[src/rtl/adcctl_pkg.sv]
// Functional notes
// - interrupts off: flag sets each single conversion, only first in continuous; read-only.
// - writing status/control or reading result clears the completion flag.
// - interrupts on: flag becomes writable; software clears it to service request.
// - reset clears the completion flag.
// - enable bit set raises interrupt request at each conversion end; reset clears enable.
// - result read or status/control write drops the interrupt request.
// - continuous bit set keeps converting back to back, updating result each time.
// - continuous bit clear gives one conversion per status/control write; reset clears it.
// - five-bit channel select routes eight external inputs or internal references.
// - all-ones channel code powers the converter down; no conversions happen.
// - undefined channel codes give a meaningless result value.
// - one eight-bit result register, loaded at every conversion end.
// - three-bit prescaler divides by 1, 2, 4, 8, or 16 when top bit set.
// - clock source bit one picks bus clock, zero picks oscillator clock.
// - reset selects the oscillator clock as converter input clock.
// - conversion starts after status/control write and lasts 16 to 17 converter clocks.
// - continuous mode overwrites result whether or not it was read.
// - stop mode aborts pending conversion; after stop exits only a status/control write starts a new one.
package adcctl_pkg;
  localparam logic [1:0] ADDR_STATUS_CONTROL = 2'h0;
  localparam logic [1:0] ADDR_RESULT = 2'h1;
  localparam logic [1:0] ADDR_CLOCK_SELECT = 2'h2;
  localparam int BIT_DONE = 7;
  localparam int BIT_IRQ_EN = 6;
  localparam int BIT_CONT = 5;
  localparam int BIT_CLK_SRC = 4;
  localparam int PRESC_MSB = 7;
  localparam int PRESC_LSB = 5;
  localparam logic [4:0] CHAN_POWER_OFF = 5'h1F;
  localparam logic [4:0] CHAN_REF_LOW = 5'h1E;
  localparam logic [4:0] CHAN_REF_HIGH = 5'h1D;
  localparam logic [4:0] CHAN_EXT_LAST = 5'h07;
  localparam logic [4:0] CHAN_RESET = 5'h1F;
  localparam logic [7:0] CLKSEL_RESET = 8'h00;
  localparam logic [3:0] DIV_MAX_M1 = 4'hF;
  localparam logic [1:0] CNT_MAX = 2'h3;

  typedef struct packed {
    logic start;
    logic [4:0] channel;
    logic power_down;
    logic conv_clk_en;
  } adcctl_core_req_s;

  typedef struct packed {
    logic done;
    logic [7:0] result;
  } adcctl_core_rsp_s;
endpackage

[src/rtl/adcctl_prescaler.sv]
`timescale 1ns/100ps
`default_nettype none
module adcctl_prescaler (
  input wire logic i_core_clk,
  input wire logic i_sys_rst,
  input wire logic i_src_en,
  input wire logic [2:0] i_div_code,
  output logic o_tick
);
  import adcctl_pkg::*;
  logic [3:0] cnt_q;
  logic [3:0] cnt_d;
  logic [3:0] limit;
  logic wrap;

  // top bit set means divide by sixteen regardless of the low bits
  assign limit = i_div_code[2] ? DIV_MAX_M1 : 4'((4'h1 << i_div_code[1:0]) - 4'h1);
  assign wrap = i_src_en && (cnt_q >= limit);
  assign cnt_d = wrap ? 4'h0 : (i_src_en ? 4'(cnt_q + 4'h1) : cnt_q);
  assign o_tick = wrap;

  always_ff @(posedge i_core_clk) begin
    if (i_sys_rst) begin
      cnt_q <= 4'h0;
    end else begin
      cnt_q <= cnt_d;
    end
  end
endmodule
`default_nettype wire

[src/rtl/adcctl_top.sv]
// Chosen here: the register offsets and the plain strobed port.
`timescale 1ns/100ps
`default_nettype none
module adcctl_top (
  input wire logic i_core_clk,
  input wire logic i_sys_rst,
  input wire logic [1:0] i_reg_addr,
  input wire logic [7:0] i_reg_wdata,
  input wire logic i_reg_wr,
  input wire logic i_reg_rd,
  output logic [7:0] o_reg_rdata,
  input wire logic i_bus_clk_en,
  input wire logic i_oscillator_clock_en,
  input wire logic i_stop_mode,
  output adcctl_pkg::adcctl_core_req_s o_core_req,
  input wire adcctl_pkg::adcctl_core_rsp_s i_core_rsp,
  output logic o_done_irq
);
  import adcctl_pkg::*;

  typedef enum logic [2:0] {
    ST_IDLE = 3'b001,
    ST_START = 3'b010,
    ST_CONV = 3'b100
  } adcctl_state_e;

  adcctl_state_e state_q;
  adcctl_state_e state_d;
  logic conversion_done_flag_q;
  logic done_irq_enable_q;
  logic continuous_mode_bit_q;
  logic [4:0] channel_select_q;
  logic [7:0] conv_result_q;
  logic [7:0] conv_clock_select_q;
  logic [7:0] rdata_q;
  logic first_done_q;
  logic irq_q;
  logic [1:0] tick_cnt_q;

  wire wr_scr = i_reg_wr && (i_reg_addr == ADDR_STATUS_CONTROL);
  wire wr_clk = i_reg_wr && (i_reg_addr == ADDR_CLOCK_SELECT);
  wire rd_res = i_reg_rd && (i_reg_addr == ADDR_RESULT);
  wire powered_off = (channel_select_q == CHAN_POWER_OFF);
  wire clock_source_bit = conv_clock_select_q[BIT_CLK_SRC];
  wire [2:0] clock_prescaler = conv_clock_select_q[PRESC_MSB:PRESC_LSB];
  wire src_en = clock_source_bit ? i_bus_clk_en : i_oscillator_clock_en;
  wire conv_tick;
  wire core_done = (state_q == ST_CONV) && i_core_rsp.done;
  wire halt = i_stop_mode || powered_off;
  wire new_powered_off = (i_reg_wdata[4:0] == CHAN_POWER_OFF);
  // a completion sets the flag in single mode, only the first one in continuous mode
  wire done_set = core_done && !halt && (!continuous_mode_bit_q || !first_done_q);
  // software may write the flag only while interrupts are enabled
  wire flag_sw_val = done_irq_enable_q ? i_reg_wdata[BIT_DONE] : 1'b0;

  adcctl_prescaler adcctl_prescaler_inst (
    .i_core_clk(i_core_clk),
    .i_sys_rst(i_sys_rst),
    .i_src_en(src_en),
    .i_div_code(clock_prescaler),
    .o_tick(conv_tick)
  );

  // a tick can only come on a pulse of src_en, the mux output itself, so this checks the prescaler and not which source the mux picked
  tick_src_a: assert property (@(posedge i_core_clk) disable iff (i_sys_rst)
    conv_tick |-> src_en)
    else $error("converter tick without source enable");
  div_one_a: assert property (@(posedge i_core_clk) disable iff (i_sys_rst)
    (clock_prescaler == 3'h0) && src_en |-> conv_tick)
    else $error("divide by one skipped a source pulse");

  always_comb begin
    state_d = state_q;
    case (state_q)
      ST_IDLE: begin
        if (wr_scr && !new_powered_off && !i_stop_mode) begin
          state_d = ST_START;
        end
      end
      ST_START: begin
        if (halt) begin
          state_d = ST_IDLE;
        end else if (conv_tick) begin
          state_d = ST_CONV;
        end
      end
      ST_CONV: begin
        if (halt) begin
          state_d = ST_IDLE;
        end else if (wr_scr) begin
          state_d = ST_START;
        end else if (i_core_rsp.done) begin
          state_d = continuous_mode_bit_q ? ST_START : ST_IDLE;
        end
      end
      default: begin
        state_d = ST_IDLE;
      end
    endcase
  end

  always_ff @(posedge i_core_clk) begin
    if (i_sys_rst) begin
      state_q <= ST_IDLE;
    end else if (wr_scr && i_stop_mode) begin
      state_q <= ST_IDLE;
    end else begin
      state_q <= state_d;
    end
  end

  // the core times a conversion itself; stop and power-off drop the state and raise power_down to abort it
  conv_enter_a: assert property (@(posedge i_core_clk) disable iff (i_sys_rst)
    (state_q == ST_START) && conv_tick && !halt |=> state_q == ST_CONV)
    else $error("start tick did not enter conversion");
  idle_hold_a: assert property (@(posedge i_core_clk) disable iff (i_sys_rst)
    (state_q == ST_IDLE) && !wr_scr |=> state_q == ST_IDLE)
    else $error("conversion began without a status write");
  power_idle_a: assert property (@(posedge i_core_clk) disable iff (i_sys_rst)
    powered_off && !wr_scr |=> state_q == ST_IDLE)
    else $error("converter busy while powered off");

  always_ff @(posedge i_core_clk) begin
    if (i_sys_rst) begin
      done_irq_enable_q <= 1'b0;
      continuous_mode_bit_q <= 1'b0;
      channel_select_q <= CHAN_RESET;
      conv_clock_select_q <= CLKSEL_RESET;
    end else begin
      if (wr_scr) begin
        done_irq_enable_q <= i_reg_wdata[BIT_IRQ_EN];
        continuous_mode_bit_q <= i_reg_wdata[BIT_CONT];
        channel_select_q <= i_reg_wdata[4:0];
      end
      if (wr_clk) begin
        conv_clock_select_q <= {i_reg_wdata[7:4], 4'h0};
      end
    end
  end

  // reset values are checked with reset itself, so these are not disabled by it
  ctrl_reset_a: assert property (@(posedge i_core_clk)
    i_sys_rst |=> !done_irq_enable_q && !continuous_mode_bit_q && powered_off)
    else $error("control fields not cleared by reset");
  clk_reset_a: assert property (@(posedge i_core_clk)
    i_sys_rst |=> !clock_source_bit)
    else $error("reset did not select the oscillator clock");

  // set beats clear when a completion meets a clearing access
  always_ff @(posedge i_core_clk) begin
    if (i_sys_rst) begin
      conversion_done_flag_q <= 1'b0;
    end else if (done_set) begin
      conversion_done_flag_q <= 1'b1;
    end else if (wr_scr) begin
      conversion_done_flag_q <= flag_sw_val;
    end else if (rd_res) begin
      conversion_done_flag_q <= 1'b0;
    end
  end

  // clear paths are a status write and a result read; a completion that sets the flag wins
  flag_reset_a: assert property (@(posedge i_core_clk)
    i_sys_rst |=> !conversion_done_flag_q && !o_done_irq)
    else $error("reset left the completion flag set");
  flag_ro_a: assert property (@(posedge i_core_clk) disable iff (i_sys_rst)
    wr_scr && !done_irq_enable_q && !done_set |=> !conversion_done_flag_q)
    else $error("flag written while interrupts disabled");
  flag_write_a: assert property (@(posedge i_core_clk) disable iff (i_sys_rst)
    wr_scr && done_irq_enable_q && !done_set |=> conversion_done_flag_q == $past(i_reg_wdata[BIT_DONE]))
    else $error("flag write ignored while interrupts enabled");
  flag_hold_a: assert property (@(posedge i_core_clk) disable iff (i_sys_rst)
    !done_set && !wr_scr && !rd_res |=> $stable(conversion_done_flag_q))
    else $error("flag changed without cause");
  cont_first_a: assert property (@(posedge i_core_clk) disable iff (i_sys_rst)
    core_done && continuous_mode_bit_q && first_done_q && !wr_scr && !rd_res |=> $stable(conversion_done_flag_q))
    else $error("flag set again in continuous mode");

  always_ff @(posedge i_core_clk) begin
    if (i_sys_rst) begin
      first_done_q <= 1'b0;
    end else if (wr_scr) begin
      first_done_q <= 1'b0;
    end else if (core_done && !halt) begin
      first_done_q <= 1'b1;
    end
  end

  always_ff @(posedge i_core_clk) begin
    if (i_sys_rst) begin
      irq_q <= 1'b0;
    end else if (core_done && !halt && done_irq_enable_q) begin
      irq_q <= 1'b1;
    end else if (wr_scr || rd_res) begin
      irq_q <= 1'b0;
    end
  end

  // the request is a level, so software polling late still sees it
  irq_hold_a: assert property (@(posedge i_core_clk) disable iff (i_sys_rst)
    o_done_irq && !wr_scr && !rd_res |=> o_done_irq)
    else $error("interrupt dropped without a clearing access");

  // result is taken as given, even for undefined channel codes
  always_ff @(posedge i_core_clk) begin
    if (i_sys_rst) begin
      conv_result_q <= 8'h00;
    end else if (core_done && !halt) begin
      conv_result_q <= i_core_rsp.result;
    end
  end

  // unread results are overwritten on purpose; there is no overrun flag
  result_hold_a: assert property (@(posedge i_core_clk) disable iff (i_sys_rst)
    !(core_done && !halt) |=> $stable(conv_result_q))
    else $error("result changed without a completion");

  always_ff @(posedge i_core_clk) begin
    if (i_sys_rst) begin
      tick_cnt_q <= 2'h0;
    end else if (state_q != ST_CONV) begin
      tick_cnt_q <= 2'h0;
    end else if (conv_tick && tick_cnt_q != CNT_MAX) begin
      tick_cnt_q <= 2'(tick_cnt_q + 2'h1);
    end
  end

  // the core times the conversion itself; this guards against a completion arriving
  // before the divided clock has run, which would mean a stale start was taken
  conv_ticks_a: assert property (@(posedge i_core_clk) disable iff (i_sys_rst)
    core_done |-> tick_cnt_q == CNT_MAX)
    else $error("completion before the converter clock ran");

  wire [7:0] scr_view = {conversion_done_flag_q, done_irq_enable_q, continuous_mode_bit_q, channel_select_q};
  wire [7:0] rd_mux = (i_reg_addr == ADDR_STATUS_CONTROL) ? scr_view :
                      (i_reg_addr == ADDR_RESULT) ? conv_result_q :
                      (i_reg_addr == ADDR_CLOCK_SELECT) ? conv_clock_select_q : 8'h00;

  always_ff @(posedge i_core_clk) begin
    if (i_sys_rst) begin
      rdata_q <= 8'h00;
    end else if (i_reg_rd) begin
      rdata_q <= rd_mux;
    end else begin
      rdata_q <= 8'h00;
    end
  end

  // idle zeros keep a stale value from being taken for a late read
  rdata_idle_a: assert property (@(posedge i_core_clk) disable iff (i_sys_rst)
    !i_reg_rd |=> o_reg_rdata == 8'h00)
    else $error("read data outside the read cycle");

  assign o_reg_rdata = rdata_q;
  assign o_done_irq = irq_q;
  assign o_core_req = '{
    start: (state_q == ST_START) && conv_tick && !halt,
    channel: channel_select_q,
    power_down: halt,
    conv_clk_en: conv_tick && !halt
  };

  start_qual_a: assert property (@(posedge i_core_clk) disable iff (i_sys_rst)
    o_core_req.start |-> o_core_req.conv_clk_en && (o_core_req.channel == channel_select_q))
    else $error("start pulse without a converter clock");

  irq_drop_a: assert property (@(posedge i_core_clk) disable iff (i_sys_rst)
    (wr_scr || rd_res) && !(core_done && !halt) |=> !o_done_irq)
    else $error("interrupt stayed up after clearing access");
  irq_raise_a: assert property (@(posedge i_core_clk) disable iff (i_sys_rst)
    core_done && !halt && done_irq_enable_q |=> o_done_irq)
    else $error("interrupt not raised at conversion end");
  flag_clr_a: assert property (@(posedge i_core_clk) disable iff (i_sys_rst)
    rd_res && !done_set |=> !conversion_done_flag_q)
    else $error("flag survived result read");
  flag_set_a: assert property (@(posedge i_core_clk) disable iff (i_sys_rst)
    done_set |=> conversion_done_flag_q)
    else $error("flag not set at conversion end");
  result_load_a: assert property (@(posedge i_core_clk) disable iff (i_sys_rst)
    core_done && !halt |=> conv_result_q == $past(i_core_rsp.result))
    else $error("result not loaded");
  power_off_a: assert property (@(posedge i_core_clk) disable iff (i_sys_rst)
    powered_off |-> !o_core_req.start)
    else $error("start while powered off");
  stop_abort_a: assert property (@(posedge i_core_clk) disable iff (i_sys_rst)
    i_stop_mode && !wr_scr |=> state_q == ST_IDLE)
    else $error("conversion not aborted in stop mode");
  cont_restart_a: assert property (@(posedge i_core_clk) disable iff (i_sys_rst)
    core_done && !halt && continuous_mode_bit_q && !wr_scr |=> state_q == ST_START)
    else $error("continuous mode did not restart");
  single_idle_a: assert property (@(posedge i_core_clk) disable iff (i_sys_rst)
    core_done && !halt && !continuous_mode_bit_q && !wr_scr |=> state_q == ST_IDLE)
    else $error("single mode converted again");
  read_data_a: assert property (@(posedge i_core_clk) disable iff (i_sys_rst)
    i_reg_rd && i_reg_addr == ADDR_RESULT |=> o_reg_rdata == $past(conv_result_q))
    else $error("result read data wrong");

  single_cov: cover property (@(posedge i_core_clk) wr_scr ##[1:400] core_done);
  cont_cov: cover property (@(posedge i_core_clk) core_done && continuous_mode_bit_q ##[1:400] core_done);
  irq_cov: cover property (@(posedge i_core_clk) o_done_irq ##1 rd_res);
  stop_cov: cover property (@(posedge i_core_clk) state_q == ST_CONV ##1 i_stop_mode);
  presc_cov: cover property (@(posedge i_core_clk) conv_tick && clock_prescaler[2]);
endmodule
`default_nettype wire

[config.mk]
export PLATFORM = sky130hd
export DESIGN_NAME = adcctl_top
export DESIGN_NICKNAME = d
export VERILOG_FILES = /design/src/rtl/adcctl_pkg.sv /design/src/rtl/adcctl_prescaler.sv /design/src/rtl/adcctl_top.sv
export SDC_FILE = /design/constraint.sdc
export NUM_CORES = 1
export LEC_CHECK = 0
export BUFFER_PORTS_ARGS = -buffer_cell sky130_fd_sc_hd__buf_4
export CORE_ASPECT_RATIO = 1.25
export CORE_MARGIN = 10
export CORE_UTILIZATION = 38
export DETAILED_ROUTE_END_ITERATION = 8
export GPL_ROUTABILITY_DRIVEN = 0
export HOLD_SLACK_MARGIN = 0.1
export PLACE_DENSITY = 0.6
export SLEW_MARGIN = 20
export SYNTH_ARGS = -nofsm -noshare
export SYNTH_HDL_FRONTEND = slang
export SYNTH_SLANG_ARGS = --single-unit
[constraint.sdc]
create_clock -name i_core_clk -period 2.95 [get_ports i_core_clk]
set_clock_uncertainty 0.2 [all_clocks]
set_input_delay 0.4425 -clock i_core_clk [delete_from_list [all_inputs] [get_ports i_core_clk]]
set_output_delay 0.4425 -clock i_core_clk [all_outputs]
set_load 0.01 [all_outputs]
After elaboration in Yosys (flattened, before gate mapping)
Index checks and enable logic that the tools add are counted.
{"block": "word_totals", "reg_bits": 37, "wordCells": 75, "inputBits": 26, "out_inout_bits": 17}
{"block": "classes", "eq_ne": 10, "add_sub_neg": 2, "n_lt_le_gt_ge": 1, "bitwise": 1, "shift": 1, "muxes": 19, "reduce_logical": 30}
{"cell": "8-bit 2-to-1 mux", "n": 3}
{"cell": "3-bit 2-to-1 mux", "n": 6}
{"cell": "1-bit logical AND", "n": 14}
{"cell": "5-bit equality test, second input constant", "n": 2}
{"cell": "3-bit one-hot mux with 3 select lines", "n": 1}
{"cell": "2-bit OR reduction", "n": 4}
{"cell": "1-bit 2-to-1 mux", "n": 7}
{"cell": "1-bit zero test", "n": 5}
{"cell": "4-bit by 1-bit adder with 4-bit output, second input constant", "n": 1}
{"cell": "4-bit >= comparator", "n": 1}
{"cell": "4-bit 2-to-1 mux", "n": 1}
{"cell": "4-bit inequality test, second input constant", "n": 1}
{"cell": "1-bit by 2-bit left shift with 4-bit output, first input constant", "n": 1}
{"cell": "4-bit by 1-bit subtractor with 4-bit output, second input constant", "n": 1}
{"cell": "3-bit by 1-bit equality test with 1-bit output, second input constant", "n": 1}
{"cell": "3-bit by 2-bit equality test with 1-bit output, second input constant", "n": 1}
{"cell": "3-bit equality test, second input constant", "n": 1}
{"cell": "1-bit logical OR", "n": 3}
{"cell": "3-bit by 2-bit inequality test with 1-bit output, second input constant", "n": 1}
{"cell": "3-bit AND reduction", "n": 1}
{"cell": "3-bit nonzero test", "n": 1}
{"cell": "2-bit by 1-bit equality test with 1-bit output, second input constant", "n": 1}
{"cell": "2-bit equality test, second input constant", "n": 1}
{"cell": "2-bit zero test", "n": 1}
{"cell": "4 further kinds", "n": 4}

Depth between registers and ports, before layout
Gate-level depths: netlist of run 1.
{"block": "depth", "ltp_word": 8, "mapped_depth": 6, "depth_no_buf": 6}

Cells and area by module
A second synthesis of run 1 with hierarchy kept.
{"block": "hier_totals", "hier_cells": 187, "hier_area_um2": 1729.2}
{"mod": "adcctl_top", "instances": 1, "cells_per_inst": 151, "seq_area_each_um2": 660.6, "area_each_um2": 1413.9}
{"mod": "adcctl_prescaler", "instances": 1, "cells_per_inst": 36, "seq_area_each_um2": 80.1, "area_each_um2": 315.3}

Worst setup path after synthesis of run 1
No wires, ideal clock.
{"block": "synth_path", "path_kind": "reg2out", "start": "register conv_clock_select_q[5]", "end": "output o_core_req[0] (netlist name)", "required_ns": 2.308, "n_path_buf": 0, "setup_slack_ns": 0.789, "t_arrival_ns": 1.519, "path_stages_with_launch": 7, "path_cell_list": "dfxtp_1 > or3_1 > ha_1 > nor3b_1 > o21ai_0 > nand2_1 > nor2_1"}
{"item": "start: declaration", "line": "adcctl_top.sv:34", "rtl": "logic [7:0] conv_clock_select_q;"}
{"item": "start signal: assignment", "line": "adcctl_top.sv:136", "rtl": "conv_clock_select_q <= {i_reg_wdata[7:4], 4'h0};"}
{"item": "end: declaration", "line": "adcctl_top.sv:15", "rtl": "output adcctl_pkg::adcctl_core_req_s o_core_req,"}

==> metrics, run 1 <==
Synth area leaders=dfxtp_1 (43%), mux2i_1 (11%), nor2_1 (7.7%), a21oi_1 (3.8%), ha_1 (3.7%); critical path class=reg -> out; Initial Utilization=between 30% and 40%; diode count=0; number of I/O pins=43; power density over cell area=468 nW/µm²; Die Ht=94.9 µm; gr ovfl total=0; Setup TNS=0 ns; crit path to=o_core_req[7]; Max-cap violations=0; Yosys cell types=43; dpl hpwl=3140 µm; Post-synth EDFFs=0; die area=7580 µm²; row cnt=27; Global Route Usage Sum=11.2%; Worst Reg2Reg Path Length in Cells=6; layout cells sized above 1=~25%; largest net degree at the start of global routing=26; antenna violations before repair=0; Post-CTS Setup Bufs=0; yosys warns=0; Slew @ Worst Pin=0.563 ns; clock buffer depth=2; worst endpoint required time=2.31 ns; Synth Instances=191; post-synthesis sequential area ratio=43.4%; Fmax achieved=381 MHz; outcome=completed; Vias=1415; Tmin final=2.62 ns; Hold Path Class=in -> reg; CTS Hold Buffers Added=0; vias per std cell=4.88; DRT Wirelength=3990 µm; area grow syn2layout=26.0%; Synth Cell Area=1710 µm²; number of global-route vias before repair=between 1000 and 1500; TritonCTS buffer count=5; CTS tree=done; Setup Viol. Count Final=0; Startpoint Class=flip-flop; Tcrit/Tclk final=88.9%; drt initial violations=49; final core occ=about half; cell accounting for the most synthesized area=dfxtp_1; Post-synth top flop=dfxtp_1; post-synthesis async set-or-reset flop share=0%; Remaining DRCs=0; first-pass GRT wire length=roughly 7000 µm; max-slew violations=0; average wire per standard cell=13.8 µm; reg2reg start=conv_clock_select_q[6]$_SDFFE_PP0P_; critical path arrival=roughly 2.0 ns; Core ar.=4390 µm²; Die X=approximately 80 µm; Synth Register Bits=37; Pre-Repair DR Iteration Count=4; Worst-Skew Late Latency=0.28 ns; Slew HR=62.4%; R2R setup slack=around 0.87 ns; maximum VDD drop=0.298 mV; worst setup path startpoint=conv_clock_select_q[6]$_SDFFE_PP0P_; area share of the largest cell type after synthesis=43.4%; H-tree depth=2; Final nets=between 200 and 300; PostCTS Resize Cnt=0; number of port buffers=42; crit end category=output port; ANT nets after route=0; synthesized area per cell=8.93 µm²; net count after synthesis=222; critical path fanouts, max=5; RSZ-0062 raised after global routing=no; clock sink total=37; clk root buf=clkbuf_8; Final Hold Viols=0; reg2reg end=adcctl_prescaler_inst.cnt_q[1]$_SDFFE_PP0P_; Clock transition at path regs=0.07 ns; Leakage Power=0.972 nW
-- area by class of cell --
type,count,area (µm²)
Tap cell,58,72.6
Fill cell,476,2240
Timing Repair Buffer,44,330
Multi-Input combinational cell,137,892
Inverter,7,26.3
Sequential cell,37,741
Clock buffer,7,86.3
-- synthesized netlist by cell type (3+ instances only) --
| cell | count |
|---|---|
| o21ai_0 | 3 |
| ha_1 | 5 |
| dfxtp_1 | 37 |
| buf_2 | 3 |
| mux2i_1 | 19 |
| inv_1 | 7 |
| and2_1 | 4 |
| a21oi_1 | 13 |
| clkbuf_1 | 5 |
| nand2_1 | 11 |
| nand3_1 | 5 |
| nor2_1 | 35 |
-- routing by layer --
layer	vias to the layer above	GRT usage [%]	wire length, µm
met5	-	0	0
met4	0	4.41	70
met3	7	4.28	232
met2	29	18.0	1930
met1	641	13.0	1760
li1	738	-	-
-- state kept, by name, indices dropped and copies added (netlist names) --
register / cells
o_reg_rdata: 8
done_irq_enable_q: 1
conv_clock_select_q: 4
adcctl_prescaler_inst.cnt_q: 4
o_done_irq: 1
continuous_mode_bit_q: 1
first_done_q: 1
conversion_done_flag_q: 1
state_q: 3
conv_result_q: 8
channel_select_q: 5
-- critical path, stage by stage (launching register included) --
cell	delay (ns)
dfxtp_1	0.35
or3_1	0.35
ha_1	0.28
nor3b_1	0.04
o21ai_0	0.34
nand3_1	0.15
inv_1	0.08
buf_4	0.11
-- layout by cell type, fill, tap and decap left out, types with 3 or more instances in the layout --
cell / n
a21oi_1: 13
and2_1: 4
buf_4: 44
clkbuf_8: 6
dfxtp_1: 37
ha_1: 5
inv_1: 7
mux2i_1: 19
nand2_1: 11
nand3_1: 5
nor2_1: 35
o21ai_0: 3
-- where the power goes --
part | internal [mW] | switching (mW) | total, mW
Combinational | 0.0667 | 0.0618 | 0.128
Sequential | 0.514 | 0.0138 | 0.528
Clock | 0.185 | 0.165 | 0.350
-- how the worst min path moves through the flow --
stage	cells after the start	endpoint	startpoint	slack [ns]
after floorplan	2	first_done_q$_SDFFE_PP0P_	first_done_q$_SDFFE_PP0P_	0.23
after global placement	2	first_done_q$_SDFFE_PP0P_	first_done_q$_SDFFE_PP0P_	0.24
after detailed placement	2	first_done_q$_SDFFE_PP0P_	first_done_q$_SDFFE_PP0P_	0.25
after CTS	2	channel_select_q[3]$_SDFFE_PP1P_	i_reg_wdata[3]	0.17
after global routing	2	channel_select_q[0]$_SDFFE_PP1P_	i_reg_wdata[0]	0.16
final	2	channel_select_q[3]$_SDFFE_PP1P_	i_reg_wdata[3]	0.17
-- per-stage QoR --
stage,power [mW],hold slack [ns],area (µm²),cells,setup slack (ns)
5_1_grt,1.06,0.164,2150,290,0.125
3_3_place_gp,0.669,0.245,2060,283,0.626
4_1_cts,1.02,0.166,2150,290,0.316
2_1_floorplan,0.613,0.234,1710,191,0.789
6_report,1.01,0.169,2150,290,0.327
3_5_place_dp,0.669,0.251,2060,283,0.631
-- cell families after synthesis --
kind of cell    synth area share (%)
fa+ha+maj                       3.67
compound gates                  14.1
mux                             11.8
simple gates                    21.7
xor+xnor                        1.03
flops                           43.4
buf+inv                         4.26
Power figures use the tool's default switching activity.
==> inputs of run 2 (changes only) <==
--- a/config.mk
+++ b/config.mk
@@ -9,11 +9,12 @@
 export CORE_ASPECT_RATIO = 1.25
 export CORE_MARGIN = 10
 export CORE_UTILIZATION = 38
+export CTS_CLUSTER_SIZE = 16
 export DETAILED_ROUTE_END_ITERATION = 8
 export GPL_ROUTABILITY_DRIVEN = 0
 export HOLD_SLACK_MARGIN = 0.1
 export PLACE_DENSITY = 0.6
-export SLEW_MARGIN = 20
 export SYNTH_ARGS = -nofsm -noshare
 export SYNTH_HDL_FRONTEND = slang
+export SYNTH_HIERARCHICAL = 1
 export SYNTH_SLANG_ARGS = --single-unit
==> run 2 against run 1 <==
Clock power grew 31%. Worst hold slack got worse by 0.0043 ns. Flip-flop and latch count unchanged. Via count grew 1.7%. Synthesized cell count down 2.1%. Sequential share of layout area fell by 1.0 points. Register-to-register slack lost 0.07 ns. Clock-buffer cell count shrank 1.
==> metrics, run 2 <==
post-synthesis async set-or-reset flop share=0%; post-synthesis sequential area ratio=between 40 and 50%; row cnt=27; reg2reg start=conv_clock_select_q[6]$_SDFFE_PP0P_; Max-cap violations=0; Hold Path Class=in -> reg; TritonCTS buffer count=5; DRT Wirelength=approximately 4000 µm; Clock Power Share=~41%; CP max-delay cell=or3_1; dpl hpwl=3090 µm; RSZ-0062 raised after global routing=no; Final Hold Viols=0; diode count=0; synthesized area per cell=9.25 µm²; drt initial violations=28; critical path arrival=between 2 and 2.5 ns; Post-synth EDFFs=0; clock buffer depth=2; H-tree depth=2; Slew @ Worst Pin=0.559 ns; Vias=1439; first-pass GRT wire length=6540 µm; reg2reg end=state_q[1]$_SDFFE_PP0P_; Tcrit/Tclk final=92.5%; Cells after DPL=about 280; Startpoint Class=flip-flop; Worst Reg2Reg Path Length in Cells=8; clock sink total=37; Setup TNS=0 ns; worst setup path startpoint=conv_clock_select_q[6]$_SDFFE_PP0P_; ANT nets after route=0; Post-CTS Setup Bufs=0; Die Ht=95.4 µm; Global Route Usage Sum=a little over a tenth; Pre-Repair DR Iteration Count=4; vias per std cell=4.98; worst setup slack after layout=~0.22 ns; PostCTS Resize Cnt=0; Remaining DRCs=0; Setup Viol. Count Final=0; yosys warns=6; clk root buf=clkbuf_8; switching power share of the total=23.6%; Largest stage delay, worst path=0.36 ns; R2R setup slack=~0.8 ns; maximum VDD drop=0.286 mV; Hold Crit Start=i_reg_wdata[0]; Core ar.=4390 µm²; most instantiated cells after synthesis=dfxtp_1 (37), nor2_1 (30), mux2i_1 (20); Synth Cell Area=between 1500 and 2000 µm²; Fmax achieved=366 MHz; final core occ=50.4%; Final nets=261; antenna violations before repair=0; number of I/O pins=43; cell accounting for the most synthesized area=dfxtp_1; Leakage Power=0.915 nW; CTS Hold Buffers Added=0; gr ovfl total=0; average wire per standard cell=13.7 µm; commonest non-fill, non-tap cell in the layout=buf_4; area share of the largest cell type after synthesis=between 40% and 50%; Sw Pwr=267 µW; most frequent cell after synthesis=dfxtp_1; dpl cell area=2090 µm²; CP top delay family=simple AND/OR/NAND/NOR gates; largest net degree at the start of global routing=30; design area=2210 µm²; area grow syn2layout=28.1%; layout cells sized above 1=29.0%; fin cells=slightly below 300; worst endpoint required time=2.31 ns; crit-path cells=or3_1, ha_1, nand2b_4, a211oi_4, o21ai_2, inv_1, nor2_1, buf_4; Slew HR=a little over three fifths; Synth Instances=between 150 and 200; max-slew violations=0; net count after synthesis=218; outcome=completed; Yosys cell types=40; CTS tree=done; most frequent cells in the layout=buf_4 (45), dfxtp_1 (37), nor2_1 (30); critical path fanouts, max=5; number of port buffers=between 40 and 50; Clock transition at path regs=roughly 0.08 ns; Synth area leaders=dfxtp_1 (43%), mux2i_1 (12%), nor2_1 (6.5%), ha_1 (3.6%), a21oi_1 (2.9%); hold endpoint=channel_select_q[0]$_SDFFE_PP1P_; critical path class=reg -> out; crit end category=output port; Initial Utilization=about two fifths; internal power=between 800 and 900 µW; Post-synth top flop=dfxtp_1; Synth Register Bits=37; Die X=80.3 µm; Seq pwr share=46.4%; worst path bufs/invs=2; die area=between 7000 and 8000 µm²; Tmin final=2.73 ns; pre-CTS setup slack=0.514 ns; hold path cells=2; fillers=approximately 460; power share of the combinational group=a little over an eighth; power density over cell area=a little over 500 nW/µm²; Worst-Skew Late Latency=0.29 ns; number of global-route vias before repair=1414
-- run 2: changes by cell type after synthesis, moves of 3 or more --
cell     previous run  this run
a211o_1             2         5
a21oi_1            13        10
and2_1              4         0
and2b_1             1         4
buf_4               1         4
nor2_1             35        30
nor3_1              0         3
o21ai_1             0         4
-- run 2: per-layer routing --
| metal | global-route usage, % | up-vias | share of wire (%) |
|---|---|---|---|
| met5 | 0 | - | 0 |
| met4 | 4.41 | 0 | 1.5 |
| met3 | 4.05 | 6 | 5.8 |
| li1 | - | 737 | - |
| met1 | 11.7 | 664 | 44 |
| met2 | 18.0 | 32 | 49 |
-- run 2: logic make-up (layout without fill, tap and decap cells) --
family	after synthesis	in the layout	share of synthesized area, %
simple gates	72	72	21.8
flops	37	37	42.8
compound gates	35	35	14.6
mux	21	21	12.2
buf+inv	16	60	4.41
fa+ha+maj	5	5	3.62
xor+xnor	1	1	0.507
-- run 2: cell type report --
cell class | count | area, µm² | area share (%)
clock buffer | 6 | 82.6 | 3.73
clock inverter | 2 | 37.5 | 1.69
inverter | 7 | 26.3 | 1.19
multi-input combinational | 134 | 917 | 41.4
sequential | 37 | 741 | 33.4
tap | 58 | 72.6 | 3.28
timing repair buffer | 45 | 338 | 15.3
-- run 2: worst max-delay path by stage --
stage                                to  slack, ns  cells after the start
after floorplan           o_core_req[7]       0.72                      7
after global placement    o_core_req[0]       0.54                      8
after detailed placement  o_core_req[0]       0.51                      8
after CTS                 o_core_req[0]       0.19                      8
after global routing      o_core_req[0]       0.10                      8
final                     o_core_req[0]       0.22                      8
-- run 2: worst reg2reg max path: stages (launching register included) --
cell and delay [ns]:
dfxtp_1 0.35, or3_1 0.36, ha_1 0.27, nand2b_4 0.14, a211oi_4 0.27, o21ai_2 0.12
inv_1 0.10, a32oi_1 0.08, a211oi_2 0.20
-- run 2: power by group through the flow --
stage / combinational, mW / clock [mW] / sequential (mW)
2_1_floorplan: 0.0892 / 0 / 0.535
3_3_place_gp: 0.149 / 0 / 0.536
3_5_place_dp: 0.148 / 0 / 0.536
4_1_cts: 0.148 / 0.472 / 0.524
5_1_grt: 0.162 / 0.487 / 0.526
6_report: 0.146 / 0.460 / 0.524
-- run 2: per-stage QoR --
stage	total power, mW	hold WS (ns)
3_5_place_dp	0.684	0.277
6_report	1.13	0.164
4_1_cts	1.14	0.153
3_3_place_gp	0.684	0.272
5_1_grt	1.18	0.160
2_1_floorplan	0.625	0.259
==> inputs of run 3 (changes only) <==
--- a/config.mk
+++ b/config.mk
@@ -5,6 +5,8 @@
 export SDC_FILE = /design/constraint.sdc
 export NUM_CORES = 1
 export LEC_CHECK = 0
+export ABC_AREA = 1
+export ABC_CLOCK_PERIOD_IN_PS = 2950
 export BUFFER_PORTS_ARGS = -buffer_cell sky130_fd_sc_hd__buf_4
 export CORE_ASPECT_RATIO = 1.25
 export CORE_MARGIN = 10
==> run 3 against run 2 <==
Synthesized cell count is 32% higher. First-iteration DRC count grew to 4.0 times the previous value. Clock power is 23% lower. Non-clock buffer count is 3 lower. Core utilization is 1.0 points lower. Critical path depth is 2 higher. Global-route usage is 0.83 points higher. Die area is 0.94% higher. Via count is 13% higher. Flip-flop and latch count stayed put. Worst hold slack worse by 0.014 ns.
==> metrics, run 3 <==
largest net degree at the start of global routing=21; average wire per standard cell=12.4 µm; Max-cap violations=0; reg2reg end=state_q[1]$_SDFFE_PP0P_; outcome=completed; Tcrit/Tclk final=roughly four fifths; diode count=0; commonest non-fill, non-tap cell in the layout=nand2_1; CP max-delay cell=dfxtp_1; Setup Viol. Count Final=0; Tmin final=2.35 ns; most frequent cell after synthesis=nand2_1; Vias=between 1500 and 2000; hold path cells=3; clock sink total=37; number of I/O pins=43; gr ovfl total=0; Clock transition at path regs=0.08 ns; Die Ht=95.9 µm; post-synthesis async set-or-reset flop share=0%; critical path arrival=1.71 ns; clk root buf=clkbuf_8; Fmax achieved=425 MHz; design area=2190 µm²; net count after synthesis=between 200 and 300; Hold Path Class=in -> reg; Hold Crit Start=i_reg_wdata[3]; first-pass GRT wire length=between 7000 and 8000 µm; Final nets=around 320; Final Hold Viols=0; DRT Wirelength=4330 µm; Synth Register Bits=37; hold_ws=0.151 ns; Core ar.=4430 µm²; Post-synth top flop=dfxtp_1; drt initial violations=between 100 and 150; clock buffer depth=2; number of global-route vias before repair=about 1600; TritonCTS buffer count=5; Setup TNS=0 ns; Worst-Skew Late Latency=0.29 ns; Die X=a little over 80 µm; crit end category=output port; CTS Hold Buffers Added=0; cell accounting for the most synthesized area=dfxtp_1; critical path fanouts, max=3; power density over cell area=between 500 and 600 nW/µm²; area grow syn2layout=24.9%; reg2reg start=conv_clock_select_q[6]$_SDFFE_PP0P_; dpl hpwl=between 3000 and 4000 µm; Initial Utilization=39.6%; Remaining DRCs=0; Synth area leaders=dfxtp_1 (42%), nand2_1 (11%), inv_1 (9.0%), nor2_1 (6.9%), a21oi_1 (5.1%); R2R setup slack=1.07 ns; Pre-Repair DR Iteration Count=4; RSZ-0062 raised after global routing=no; most frequent cells in the layout=nand2_1 (52), inv_1 (42), buf_4 (42); H-tree depth=2; antenna violations before repair=0; post-synthesis sequential area ratio=42.3%; critical path class=reg -> out; Leakage Power=1.06 nW; Yosys cell types=30; max-slew violations=0; Slew @ Worst Pin=0.525 ns; die area=7740 µm²; CTS tree=done; dpl cell area=2100 µm²; most instantiated cells after synthesis=nand2_1 (52), inv_1 (42), dfxtp_1 (37); crit-path cells=nor2_1, nand2_1, ha_1, nand4_1, nand3_1, nand2_1, inv_1, inv_1, nor2_1, buf_4; Global Route Usage Sum=roughly 11%; Worst Reg2Reg Path Length in Cells=12; hold endpoint=channel_select_q[3]$_SDFFE_PP1P_; PostCTS Resize Cnt=0; fillers=474; maximum VDD drop=0.187 mV; Startpoint Class=flip-flop; number of port buffers=42; yosys warns=6; area share of the largest cell type after synthesis=42.3%; Largest stage delay, worst path=0.32 ns; worst endpoint required time=2.31 ns; Slew HR=64.9%; vias per std cell=between 4 and 5; synthesized area per cell=7.12 µm²; layout cells sized above 1=21.0%; Synth Cell Area=1750 µm²; Post-synth EDFFs=0; row cnt=27; ANT nets after route=0; Post-CTS Setup Bufs=0; Synth Instances=246
run 3: cell count changes after synthesis, sizes merged, moves of 8 or more:
cell	previous run	this run
a21oi	10	18
mux2i	20	0
nand2	12	56
inv	7	43
o21ai	10	19
run 3: kinds of logic (layout without fill, tap and decap cells):
| family | count (synthesis) | count (layout) | synth area share, % |
|---|---|---|---|
| XOR/XNOR | 3 | 3 | 1.50 |
| adder cells (fa/ha/maj) | 5 | 5 | 3.57 |
| buffers and inverters | 49 | 94 | 11.7 |
| AND/OR/NAND/NOR | 107 | 107 | 26.8 |
| AO/OA/AOI/OAI | 45 | 45 | 14.2 |
| flip-flops | 37 | 37 | 42.3 |
run 3: worst max-delay path: cells and delay by family, from the launching register on:
family	cells	cell delay [ns]
adder cells (fa/ha/maj)	1	0.27
flip-flops	1	0.32
buffers and inverters	3	0.25
AND/OR/NAND/NOR	6	0.58
run 3: power by group:
group          internal [mW]  leakage, nW  switching [mW]
Combinational         0.0957        0.711           0.129
Clock                  0.163       0.0439           0.190
Sequential             0.524        0.301          0.0169
Total                  0.783         1.06           0.336
run 3: how the worst max path moves through the flow:
stage	startpoint	to	slack, ns
finish	conv_clock_select_q[6]$_SDFFE_PP0P_	o_core_req[0]	0.60
detailed placement	conv_clock_select_q[6]$_SDFFE_PP0P_	o_core_req[0]	0.91
global placement	conv_clock_select_q[6]$_SDFFE_PP0P_	o_core_req[0]	0.95
CTS	conv_clock_select_q[6]$_SDFFE_PP0P_	o_core_req[0]	0.57
global route	conv_clock_select_q[7]$_SDFFE_PP0P_	o_core_req[0]	0.42
floorplan	conv_clock_select_q[6]$_SDFFE_PP0P_	o_core_req[0]	1.06
run 3: metrics by stage:
step	worst slack, ns	utilization [%]	total power [mW]	cells
floorplan	1.06	-	0.703	246
global placement	0.948	47.4	0.776	341
global route	0.425	49.4	1.18	349
finish	0.598	49.4	1.12	349
detailed placement	0.908	47.4	0.779	341
CTS	0.573	49.4	1.13	349
run 3: final cells by class:
type | instances | area (µm²) | area share (%)
Clock inverter | 3 | 17.5 | 0.801
Multi-Input combinational cell | 160 | 806 | 36.9
Clock buffer | 5 | 68.8 | 3.15
Sequential cell | 37 | 741 | 33.9
Tap cell | 58 | 72.6 | 3.32
Timing Repair Buffer | 42 | 315 | 14.4
Inverter | 44 | 165 | 7.56
run 3: per-layer routing:
| metal | track usage (%) | part of all wire, % |
|---|---|---|
| met5 | 0 | 0 |
| met3 | 4.29 | 6.9 |
| met1 | 12.5 | 44 |
| met4 | 4.77 | 1.8 |
| met2 | 19.6 | 48 |
